### config.mk
export PLATFORM = sky130hd
export DESIGN_NAME = hpsc_slot_regs
export DESIGN_NICKNAME = d
export VERILOG_FILES = /design/src/rtl/hpsc_pkg.sv /design/src/rtl/hpsc_if.sv /design/src/rtl/hpsc_slot_regs.sv /design/src/rtl/hpsc_sync.sv
export SDC_FILE = /design/constraint.sdc
export NUM_CORES = 1
export LEC_CHECK = 0
export ABC_CLOCK_PERIOD_IN_PS = 1490
export BUFFER_PORTS_ARGS = -buffer_cell sky130_fd_sc_hd__buf_2
export CORE_UTILIZATION = 45
export CTS_BUF_LIST = sky130_fd_sc_hd__clkbuf_8
export DETAILED_ROUTE_END_ITERATION = 16
export MAX_ROUTING_LAYER = met4
export PLACE_DENSITY = 0.86
export SETUP_SLACK_MARGIN = 0.05
export SYNTH_ARGS = -nofsm -noshare
export SYNTH_HDL_FRONTEND = slang
export SYNTH_SLANG_ARGS = --single-unit
export TNS_END_PERCENT = 100
### constraint.sdc
create_clock -name clk -period 1.49 [get_ports clk]
set_input_delay 0.447 -clock clk [delete_from_list [all_inputs] [get_ports clk]]
set_output_delay 0.447 -clock clk [all_outputs]
set_load 0.1 [all_outputs]
### src/rtl/hpsc_pkg.sv
// Contract
// - Control bit 0, reset 0, enables attention-button-press interrupts.
// - Control bit 1, reset 0, enables power-fault interrupts.
// - Control bit 3 enables presence-detect-changed interrupts.
// - Control bit 4, reset 0, enables command-completed interrupts.
// - Control bit 5, reset 0, is the master hot-plug interrupt enable.
// - Control bits 7:6 drive attention indicator: 01 on, 10 blink, 11 off; reset 11.
// - Any write of the attention field sends an attention indicator message.
// - Control bits 9:8 drive power indicator, same coding, reset 11, message per write.
// - Control bit 10 commands slot power: 0 on, 1 off; reset 0.
// - Status bit 16 sets on button press; reset 0; write one clears.
// - Status bit 17 sets on power fault; reset 0; write one clears.
// - Status bit 18 reports a latch sensor change; read-only; reset 0.
// - Status bit 19 sets on card presence change; reset 0; write one clears.
// - Status bit 20 sets when a slot command completes; write one clears.
// - Status bit 21 shows live latch sensor: 0 closed, 1 open; reset 0.
// - Status bit 22 shows card presence: 0 empty, 1 present; read-only.
// - Presence state resets to the inverse of the presence strap.
// - Status bit 24 sets on link-active change; write one clears; enable bit 12.
// - Link-active input is 1 only in the link layer active state.
package hpsc_pkg;
  localparam int unsigned ADDR_W      = 8;
  localparam logic [7:0]  SLOT_OFS    = 8'hD8;
  localparam int unsigned CTL_ABP_EN  = 0;
  localparam int unsigned CTL_PFD_EN  = 1;
  localparam int unsigned CTL_PDC_EN  = 3;
  localparam int unsigned CTL_CC_EN   = 4;
  localparam int unsigned CTL_HPI_EN  = 5;
  localparam int unsigned CTL_AI_LO   = 6;
  localparam int unsigned CTL_PI_LO   = 8;
  localparam int unsigned CTL_PWR_OFF = 10;
  localparam int unsigned CTL_DLL_EN  = 12;
  localparam int unsigned ST_ABP      = 16;
  localparam int unsigned ST_PFD      = 17;
  localparam int unsigned ST_LCH      = 18;
  localparam int unsigned ST_PDC      = 19;
  localparam int unsigned ST_CC       = 20;
  localparam int unsigned ST_LST      = 21;
  localparam int unsigned ST_PDS      = 22;
  localparam int unsigned ST_DLL      = 24;
  localparam logic [15:0] CTL_WMASK   = 16'h17FB;
  localparam logic [15:0] CTL_RST     = 16'h03C0;
  localparam logic [31:0] ST_W1C_MASK = 32'h011B_0000;
  localparam logic [31:0] RD_MASK     = 32'h017F_17FB;
  localparam logic [1:0]  IND_ON      = 2'h1;
  localparam logic [1:0]  IND_BLINK   = 2'h2;
  localparam logic [1:0]  IND_OFF     = 2'h3;
  localparam int unsigned NPIN        = 4;
  localparam int unsigned PIN_BTN     = 0;
  localparam int unsigned PIN_PF      = 1;
  localparam int unsigned PIN_LAT     = 2;
  localparam int unsigned PIN_PRS     = 3;

  typedef struct packed {
    logic [15:0] ctl;
    logic        abp;
    logic        pfd;
    logic        lch;
    logic        pdc;
    logic        cc;
    logic        dll;
    logic        pres;
    logic        init;
    logic        link_prev;
    logic        irq;
    logic        attn_vld;
    logic        pwr_vld;
    logic [31:0] rdat;
  } hpsc_state_t;
endpackage : hpsc_pkg

### src/rtl/hpsc_if.sv
`timescale 1ns/1ns
interface hpsc_if;
  import hpsc_pkg::*;
  logic [NPIN-1:0] raw;
  logic [NPIN-1:0] lvl;
  logic [NPIN-1:0] chg;
  modport src (input raw, output lvl, output chg);
  modport dst (output raw, input lvl, input chg);
endinterface : hpsc_if

### src/rtl/hpsc_slot_regs.sv
// The implementer's own choice: the strobed register port.
`timescale 1ns/1ns
module hpsc_slot_regs (
  input  wire logic                      clk,
  input  wire logic                      arst_n,
  input  wire logic [hpsc_pkg::ADDR_W-1:0] addr,
  input  wire logic [31:0]               wr_data,
  input  wire logic                      wr_en,
  input  wire logic                      rd_en,
  output logic [31:0]                    rd_data,
  input  wire logic                      attn_button,
  input  wire logic                      power_fault,
  input  wire logic                      retention_latch_sensor,
  input  wire logic                      card_present,
  input  wire logic                      presence_strap,
  input  wire logic                      slot_implemented,
  input  wire logic                      link_layer_active_state,
  input  wire logic                      cmd_done,
  output logic [1:0]                     attn_ind,
  output logic [1:0]                     pwr_ind,
  output logic                           pwr_off,
  output logic                           attn_msg_vld,
  output logic [1:0]                     attn_msg_code,
  output logic                           pwr_msg_vld,
  output logic [1:0]                     pwr_msg_code,
  output logic                           hp_irq
);
  import hpsc_pkg::*;

  hpsc_if      sif ();
  hpsc_state_t cur_ff;
  hpsc_state_t nxt_cur;

  assign sif.raw[PIN_BTN] = attn_button;
  assign sif.raw[PIN_PF]  = power_fault;
  assign sif.raw[PIN_LAT] = retention_latch_sensor;
  assign sif.raw[PIN_PRS] = card_present;

  hpsc_sync u_sync (
    .clk    (clk),
    .arst_n (arst_n),
    .sif    (sif.src)
  );

  function automatic logic addr_hit(input logic [ADDR_W-1:0] a);
    addr_hit = (a == SLOT_OFS);
  endfunction : addr_hit

  function automatic logic [31:0] read_word(input hpsc_state_t s,
                                            input logic        lat,
                                            input logic        impl);
    logic [31:0] w;
    w         = '0;
    w[15:0]   = s.ctl & CTL_WMASK;
    w[ST_ABP] = s.abp;
    w[ST_PFD] = s.pfd;
    w[ST_LCH] = s.lch;
    w[ST_PDC] = s.pdc;
    w[ST_CC]  = s.cc;
    w[ST_LST] = lat;
    // no slot behind the port: report a card as always present
    // forced presence
    w[ST_PDS] = impl ? s.pres : 1'b1;
    w[ST_DLL] = s.dll;
    read_word = w & RD_MASK;
  endfunction : read_word

  logic        wr;
  logic        rd;
  logic [31:0] w1c;
  logic        ev_btn;
  logic        ev_pf;
  logic        ev_lat;
  logic        ev_prs;
  logic        ev_link;

  always_comb begin
    wr      = wr_en && addr_hit(addr);
    rd      = rd_en && addr_hit(addr);
    w1c     = wr ? (wr_data & ST_W1C_MASK) : '0;
    ev_btn  = sif.chg[PIN_BTN] && sif.lvl[PIN_BTN];
    ev_pf   = sif.chg[PIN_PF] && sif.lvl[PIN_PF];
    ev_lat  = sif.chg[PIN_LAT];
    ev_prs  = cur_ff.init && sif.chg[PIN_PRS] && (sif.lvl[PIN_PRS] != cur_ff.pres);
    // link active change
    // init stays low until the first edge, so no change is seen there whatever link_prev holds
    ev_link = cur_ff.init && (link_layer_active_state != cur_ff.link_prev);

    nxt_cur           = cur_ff;
    nxt_cur.link_prev = link_layer_active_state;

    if (wr) begin
      nxt_cur.ctl = wr_data[15:0] & CTL_WMASK;
    end
    // every write carries both indicator fields, so both messages go out
    // attention message
    nxt_cur.attn_vld = wr;
    nxt_cur.pwr_vld  = wr;

    // strap is sampled on the first clock after reset release, not in reset
    // strap seeds presence
    if (!cur_ff.init) begin
      nxt_cur.init = 1'b1;
      nxt_cur.pres = ~presence_strap;
    end else if (sif.chg[PIN_PRS]) begin
      nxt_cur.pres = sif.lvl[PIN_PRS];
    end

    // a new event in the clearing cycle wins over the clear
    // button flag
    nxt_cur.abp = (cur_ff.abp & ~w1c[ST_ABP]) | ev_btn;
    nxt_cur.pfd = (cur_ff.pfd & ~w1c[ST_PFD]) | ev_pf;
    nxt_cur.lch = cur_ff.lch | ev_lat;
    nxt_cur.pdc = (cur_ff.pdc & ~w1c[ST_PDC]) | ev_prs;
    nxt_cur.cc  = (cur_ff.cc & ~w1c[ST_CC]) | cmd_done;
    nxt_cur.dll = (cur_ff.dll & ~w1c[ST_DLL]) | ev_link;

    nxt_cur.irq = nxt_cur.ctl[CTL_HPI_EN] &
                  ((nxt_cur.abp & nxt_cur.ctl[CTL_ABP_EN]) |
                   (nxt_cur.pfd & nxt_cur.ctl[CTL_PFD_EN]) |
                   (nxt_cur.pdc & nxt_cur.ctl[CTL_PDC_EN]) |
                   (nxt_cur.cc  & nxt_cur.ctl[CTL_CC_EN])  |
                   (nxt_cur.dll & nxt_cur.ctl[CTL_DLL_EN]));

    nxt_cur.rdat = rd ? read_word(cur_ff, sif.lvl[PIN_LAT], slot_implemented) : '0;
  end

  always_ff @(posedge clk or negedge arst_n) begin
    if (!arst_n) begin
      cur_ff     <= '0;
      cur_ff.ctl <= CTL_RST;
    end else begin
      cur_ff <= nxt_cur;
    end
  end

  assign rd_data       = cur_ff.rdat;
  assign attn_ind      = cur_ff.ctl[CTL_AI_LO +: 2];
  assign pwr_ind       = cur_ff.ctl[CTL_PI_LO +: 2];
  assign pwr_off       = cur_ff.ctl[CTL_PWR_OFF];
  assign attn_msg_vld  = cur_ff.attn_vld;
  assign attn_msg_code = cur_ff.ctl[CTL_AI_LO +: 2];
  assign pwr_msg_vld   = cur_ff.pwr_vld;
  assign pwr_msg_code  = cur_ff.ctl[CTL_PI_LO +: 2];
  assign hp_irq        = cur_ff.irq;

  AST_ATTN_MSG: assert property (
    @(posedge clk) disable iff (!arst_n)
    (wr_en && addr == SLOT_OFS)
    |=> attn_msg_vld && attn_msg_code == $past(wr_data[7:6]))
    else $error("attention message missing after write");

  AST_PWR_MSG: assert property (
    @(posedge clk) disable iff (!arst_n)
    (wr_en && addr == SLOT_OFS)
    |=> pwr_msg_vld && pwr_msg_code == $past(wr_data[9:8]))
    else $error("power message missing after write");

  AST_NO_MSG: assert property (
    @(posedge clk) disable iff (!arst_n)
    !(wr_en && addr == SLOT_OFS)
    |=> !attn_msg_vld && !pwr_msg_vld)
    else $error("indicator message without a write");

  AST_PWR_CTRL: assert property (
    @(posedge clk) disable iff (!arst_n)
    (wr_en && addr == SLOT_OFS)
    |=> pwr_off == $past(wr_data[10]))
    else $error("power control not updated");

  AST_MASTER_OFF: assert property (
    @(posedge clk) disable iff (!arst_n)
    !nxt_cur.ctl[CTL_HPI_EN]
    |=> !hp_irq)
    else $error("interrupt without master enable");

  AST_BTN_IRQ: assert property (
    @(posedge clk) disable iff (!arst_n)
    (cur_ff.abp && cur_ff.ctl[CTL_ABP_EN] && cur_ff.ctl[CTL_HPI_EN])
    |-> hp_irq)
    else $error("enabled button flag did not raise interrupt");

  AST_BTN_SET: assert property (
    @(posedge clk) disable iff (!arst_n)
    ev_btn
    |=> cur_ff.abp)
    else $error("button flag not set");

  AST_W1C: assert property (
    @(posedge clk) disable iff (!arst_n)
    (cur_ff.pfd && wr && !wr_data[ST_PFD])
    |=> cur_ff.pfd)
    else $error("zero write cleared fault flag");

  AST_CLEAR: assert property (
    @(posedge clk) disable iff (!arst_n)
    (wr && wr_data[ST_PFD] && !ev_pf)
    |=> !cur_ff.pfd)
    else $error("write one did not clear fault flag");

  AST_LINK: assert property (
    @(posedge clk) disable iff (!arst_n)
    (cur_ff.init && $changed(link_layer_active_state))
    |=> cur_ff.dll)
    else $error("link change not flagged");

  AST_RSVD: assert property (
    @(posedge clk) disable iff (!arst_n)
    (rd_data & ~RD_MASK) == '0)
    else $error("reserved bits read nonzero");

  AST_NOSLOT: assert property (
    @(posedge clk) disable iff (!arst_n)
    (rd && !slot_implemented)
    |=> rd_data[ST_PDS])
    else $error("presence not forced with no slot");

  AST_PFD_SET: assert property (
    @(posedge clk) disable iff (!arst_n)
    ev_pf
    |=> cur_ff.pfd)
    else $error("fault flag not set");

  AST_PDC_SET: assert property (
    @(posedge clk) disable iff (!arst_n)
    ev_prs
    |=> cur_ff.pdc)
    else $error("presence change flag not set");

  AST_CC_SET: assert property (
    @(posedge clk) disable iff (!arst_n)
    cmd_done
    |=> cur_ff.cc)
    else $error("command completed flag not set");

  AST_LCH_SET: assert property (
    @(posedge clk) disable iff (!arst_n)
    ev_lat
    |=> cur_ff.lch)
    else $error("latch change flag not set");

  AST_LCH_STICKY: assert property (
    @(posedge clk) disable iff (!arst_n)
    cur_ff.lch
    |=> cur_ff.lch)
    else $error("latch change flag dropped");

  AST_BTN_CLEAR: assert property (
    @(posedge clk) disable iff (!arst_n)
    (w1c[ST_ABP] && !ev_btn)
    |=> !cur_ff.abp)
    else $error("write one did not clear button flag");

  AST_PDC_CLEAR: assert property (
    @(posedge clk) disable iff (!arst_n)
    (w1c[ST_PDC] && !ev_prs)
    |=> !cur_ff.pdc)
    else $error("write one did not clear presence change flag");

  AST_CC_CLEAR: assert property (
    @(posedge clk) disable iff (!arst_n)
    (w1c[ST_CC] && !cmd_done)
    |=> !cur_ff.cc)
    else $error("write one did not clear command completed flag");

  AST_DLL_CLEAR: assert property (
    @(posedge clk) disable iff (!arst_n)
    (w1c[ST_DLL] && !ev_link)
    |=> !cur_ff.dll)
    else $error("write one did not clear link change flag");

  AST_BTN_KEEP: assert property (
    @(posedge clk) disable iff (!arst_n)
    (cur_ff.abp && !w1c[ST_ABP])
    |=> cur_ff.abp)
    else $error("button flag lost without write one");

  AST_PDC_KEEP: assert property (
    @(posedge clk) disable iff (!arst_n)
    (cur_ff.pdc && !w1c[ST_PDC])
    |=> cur_ff.pdc)
    else $error("presence change flag lost without write one");

  AST_CC_KEEP: assert property (
    @(posedge clk) disable iff (!arst_n)
    (cur_ff.cc && !w1c[ST_CC])
    |=> cur_ff.cc)
    else $error("command completed flag lost without write one");

  AST_DLL_KEEP: assert property (
    @(posedge clk) disable iff (!arst_n)
    (cur_ff.dll && !w1c[ST_DLL])
    |=> cur_ff.dll)
    else $error("link change flag lost without write one");

  AST_RD_IDLE: assert property (
    @(posedge clk) disable iff (!arst_n)
    !rd
    |=> rd_data == '0)
    else $error("read data without a mapped read");

  AST_CTL_HOLD: assert property (
    @(posedge clk) disable iff (!arst_n)
    !wr
    |=> $stable(cur_ff.ctl))
    else $error("control changed without a mapped write");

  AST_CTL_RSVD: assert property (
    @(posedge clk) disable iff (!arst_n)
    (cur_ff.ctl & ~CTL_WMASK) == 16'h0000)
    else $error("reserved control bits set");

  AST_LIVE_LATCH: assert property (
    @(posedge clk) disable iff (!arst_n)
    rd
    |=> rd_data[ST_LST] == $past(sif.lvl[PIN_LAT]))
    else $error("latch state not live");

  AST_PRES_RD: assert property (
    @(posedge clk) disable iff (!arst_n)
    (rd && slot_implemented)
    |=> rd_data[ST_PDS] == $past(cur_ff.pres))
    else $error("presence state not reported");

  AST_STRAP: assert property (
    @(posedge clk) disable iff (!arst_n)
    !cur_ff.init
    |=> cur_ff.pres != $past(presence_strap))
    else $error("presence state not seeded from strap");

  AST_IRQ_EQ: assert property (
    @(posedge clk) disable iff (!arst_n)
    hp_irq == (cur_ff.ctl[CTL_HPI_EN] &&
               ((cur_ff.abp && cur_ff.ctl[CTL_ABP_EN]) ||
                (cur_ff.pfd && cur_ff.ctl[CTL_PFD_EN]) ||
                (cur_ff.pdc && cur_ff.ctl[CTL_PDC_EN]) ||
                (cur_ff.cc && cur_ff.ctl[CTL_CC_EN]) ||
                (cur_ff.dll && cur_ff.ctl[CTL_DLL_EN]))))
    else $error("interrupt does not match enabled flags");

  COV_IRQ:   cover property (@(posedge clk) disable iff (!arst_n) $rose(hp_irq));
  COV_CLR:   cover property (@(posedge clk) disable iff (!arst_n) $fell(cur_ff.abp));
  COV_RACE:  cover property (@(posedge clk) disable iff (!arst_n) ev_btn && w1c[ST_ABP]);
  COV_PRES:  cover property (@(posedge clk) disable iff (!arst_n) ev_prs);
endmodule : hpsc_slot_regs

### src/rtl/hpsc_sync.sv
`timescale 1ns/1ns
module hpsc_sync (
  input  wire logic clk,
  input  wire logic arst_n,
  hpsc_if.src       sif
);
  import hpsc_pkg::*;

  typedef struct packed {
    logic [NPIN-1:0] s1;
    logic [NPIN-1:0] s2;
    logic [NPIN-1:0] s3;
    logic [NPIN-1:0] lvl;
    logic [NPIN-1:0] chg;
  } hpsc_sync_t;

  hpsc_sync_t cur_ff;
  hpsc_sync_t nxt_cur;

  always_comb begin
    nxt_cur     = cur_ff;
    nxt_cur.s1  = sif.raw;
    nxt_cur.s2  = cur_ff.s1;
    nxt_cur.s3  = cur_ff.s2;
    nxt_cur.chg = '0;
    // s1 feeds s2 only; stages 2 and 3 must agree before a level is taken
    for (int i = 0; i < NPIN; i++) begin
      if (cur_ff.s2[i] == cur_ff.s3[i] && cur_ff.s3[i] != cur_ff.lvl[i]) begin
        nxt_cur.lvl[i] = cur_ff.s3[i];
        nxt_cur.chg[i] = 1'b1;
      end
    end
  end

  always_ff @(posedge clk or negedge arst_n) begin
    if (!arst_n) begin
      cur_ff <= '0;
    end else begin
      cur_ff <= nxt_cur;
    end
  end

  assign sif.lvl = cur_ff.lvl;
  assign sif.chg = cur_ff.chg;
endmodule : hpsc_sync

==> impl_metrics.ini <==
[synthesis]
syn_avg_cell_area_um2 = 11.0
yosysSeqAreaShare_pct = 62.2
synth_warnings = 0
synthArstFlopShare_pct = 100
yosysTopAreaCell = dfrtp_1
yosysUniqueCellTypes = 27
synth_area_leaders = dfrtp_1 (58%), buf_4 (13%), nand2_1 (8.2%)
synth_xor_area_share_pct = 0.712
synth_compound_area_share_pct = 5.19
postSynthCellCount = 223
synth_top_family_by_area = simple AND/OR/NAND/NOR gates
synth_edf_count = 0
ys_seq_elements = 61
syn_area_um2 = 2460
synth_ff_type = dfrtp_1
synthSimpleGateAreaFrac_pct = 17.0
synth_top_area_share_pct = 58.0
synthMuxAreaShare_pct = 0.813
synth_adder_area_share_pct = 0

[worst_hold_path]
min_path_type = in2async

[cells_and_area]
stdcell_count = 360
drive_above_1_share_pct = 39.0
n_antenna_cell = 0
fin_nets = 337
area_delta_synth_final_pct = 37.7

[place]
dpl.cell_count = 336
portBuffers = 66
post-dp-hpwl_mm = 3.37
place_congestion = 0.781

[setup_path]
reg2reg_from = u_sync.sif.lvl[0]
reg2reg_to = hp_irq
crit_type = in2reg
worst_ep_required_time_ns = 1.72
start_kind = primary input
crit_start = addr[0]
endpoint = hp_irq
crit_fanout = 6
r2r_cells = 6
critPathCaptureType = flop
cp.arrival_ns = 1.83
r2r_setup_slack_ns = -0.01

[floorplanning]
dieWidth_um = 76.0
die_h_um = 76.0
io-pin-count = 96
core_um2 = 5170
dieArea_um2 = 5770
row_count = 26
initial_core_util_pct = 47.6

[timing]
finalClockSkew_ns = 0.00978
setup_viol = 9
rsz0062_at_grt = yes
final.setup.tns_ns = -0.725
fmax_mhz = 629
post-route-period-util_pct = 107
drv_slew = 0
hold_viol_final = 0
hold_ws_ns = 0.105
fin_crit_ns = 1.59
setup_slack_ns = -0.101

[grt]
grt_pass1_wl_mm = 8.05
grt_max_degree = 62
grt_overflow = 0
grt_pass1_vias = 1715
grt_util_all_layers_pct = 19.4
antenna_found_initial = 0

[route]
antenna_left = 0
drt_iter0_markers = 68
remaining_drc_errors = 0
avgViaCountPerCell = 4.62
vias = 1663
post_drt_wl_per_cell_um = 13.3
wl_mm = 4.79
firstDrtPassIters = 4

[clock_network]
cts_tree = done
clock-sinks = 61
ctsHoldBuffers = 0
numCtsBuffers = 9
cts.clk_slew.worst_paths_ns = 0.07
insertion_delay_ns = 0.34
clk_path_buf_depth = 2
root_buffer = clkbuf_8
htreeDepth = 3

[flow_run]
cap_viol_max_count = 0

[power]
power_density_nw_per_um2 = 1110
leakage_nw = 1.75
worst_ir_drop_vdd_uv = 931

[status]
run_status = finished with violations
violations = negative setup slack
==> cell usage after synthesis, drive strengths merged (2+ instances only) <==
cell    number
a21oi        4
buf         41
xor2         2
and3        19
clkbuf       5
mux2i        2
conb         2
nor2         9
nand2       54
inv          2
dfrtp       57
a22o         2
o21ai        6
a221o        2
dfstp        4
==> cells by family (layout without fill, tap and decap cells) <==
family	Yosys count	count (layout)
DFF	61	61
xor gates and xnor gates	2	2
other	2	14
AOI/OAI and AO/OA	19	19
muxes	2	2
and+or+nand+nor	88	88
buffers and inverters	49	104
==> cell usage in the layout (no fill, tap or decap), types with 4 or more instances in the layout <==
master,instances
a21oi_1,4
and3_1,19
buf_12,25
buf_2,33
buf_4,20
buf_6,7
clkbuf_8,11
conb_1,14
dfrtp_1,56
dfstp_2,4
nand2_1,52
nor2_1,9
o21ai_0,6
==> timing repair <==
| action | CTS | global route |
|---|---|---|
| pin swaps | 3 | 3 |
| gates resized for setup | 7 | 11 |
| setup buffers | 6 | 2 |
| endpoints found under the setup margin | 16 | 15 |
==> sequential cells by signal, summed over array words and instances (netlist names) <==
name / cells
attn_ind: 2
attn_msg_vld: 1
hp_irq: 1
pwr_ind: 2
rd_data: 19
cur_ff: 15
u_sync.sif.chg: 4
u_sync.cur_ff: 12
u_sync.sif.lvl: 4
pwr_off: 1
==> routing by layer <==
metal / global-route usage [%] / wire (um) / vias up
li1: - / - / 796
met4: 9.62 / 65 / 0
met2: 31.7 / 2510 / 65
met5: - / 0 / -
met3: 8.80 / 312 / 10
met1: 19.7 / 1900 / 792
==> worst min-delay path by stage <==
stage,end,slack (ns)
after global routing,cur_ff[41],0.11
after CTS,cur_ff[40],0.10
after detailed placement,u_sync.cur_ff[12],0.34
after floorplan,attn_msg_vld,0.15
after global placement,u_sync.cur_ff[12],0.33
final,cur_ff[43],0.11
==> area by class of cell <==
cell class / instances / area (um2)
fill: 366 / 1780
sequential: 61 / 1530
timing repair buffer: 85 / 895
multi-input combinational: 125 / 656
clock buffer: 11 / 151
tap: 70 / 87.6
clock inverter: 5 / 51.3
inverter: 3 / 16.3
==> stage by stage <==
step	setup slack, ns	area, um2	total power, mW	utilization (%)
after global routing	-0.134	3390	3.90	65.5
after floorplan	-0.214	2520	2.15	-
final	-0.101	3390	3.75	65.5
after global placement	-0.430	3060	2.28	59.2
after CTS	-0.112	3330	3.78	64.4
after detailed placement	-0.508	3060	2.29	59.2
==> worst max-delay path, cell delays in order <==
cell and delay, ns:
buf_6 0.09, nor4b_4 0.33, nand3_4 0.16, clkinv_4 0.10, nand2_1 0.05, a32o_1 0.22
a22o_1 0.23, o21a_1 0.19
==> report_power, final <==
group / internal, mW / switching (mW)
Sequential: 1.73 / 0.0498
Clock: 0.851 / 0.625
Combinational: 0.149 / 0.350
No activity file was read; power rests on OpenSTA's default activity.
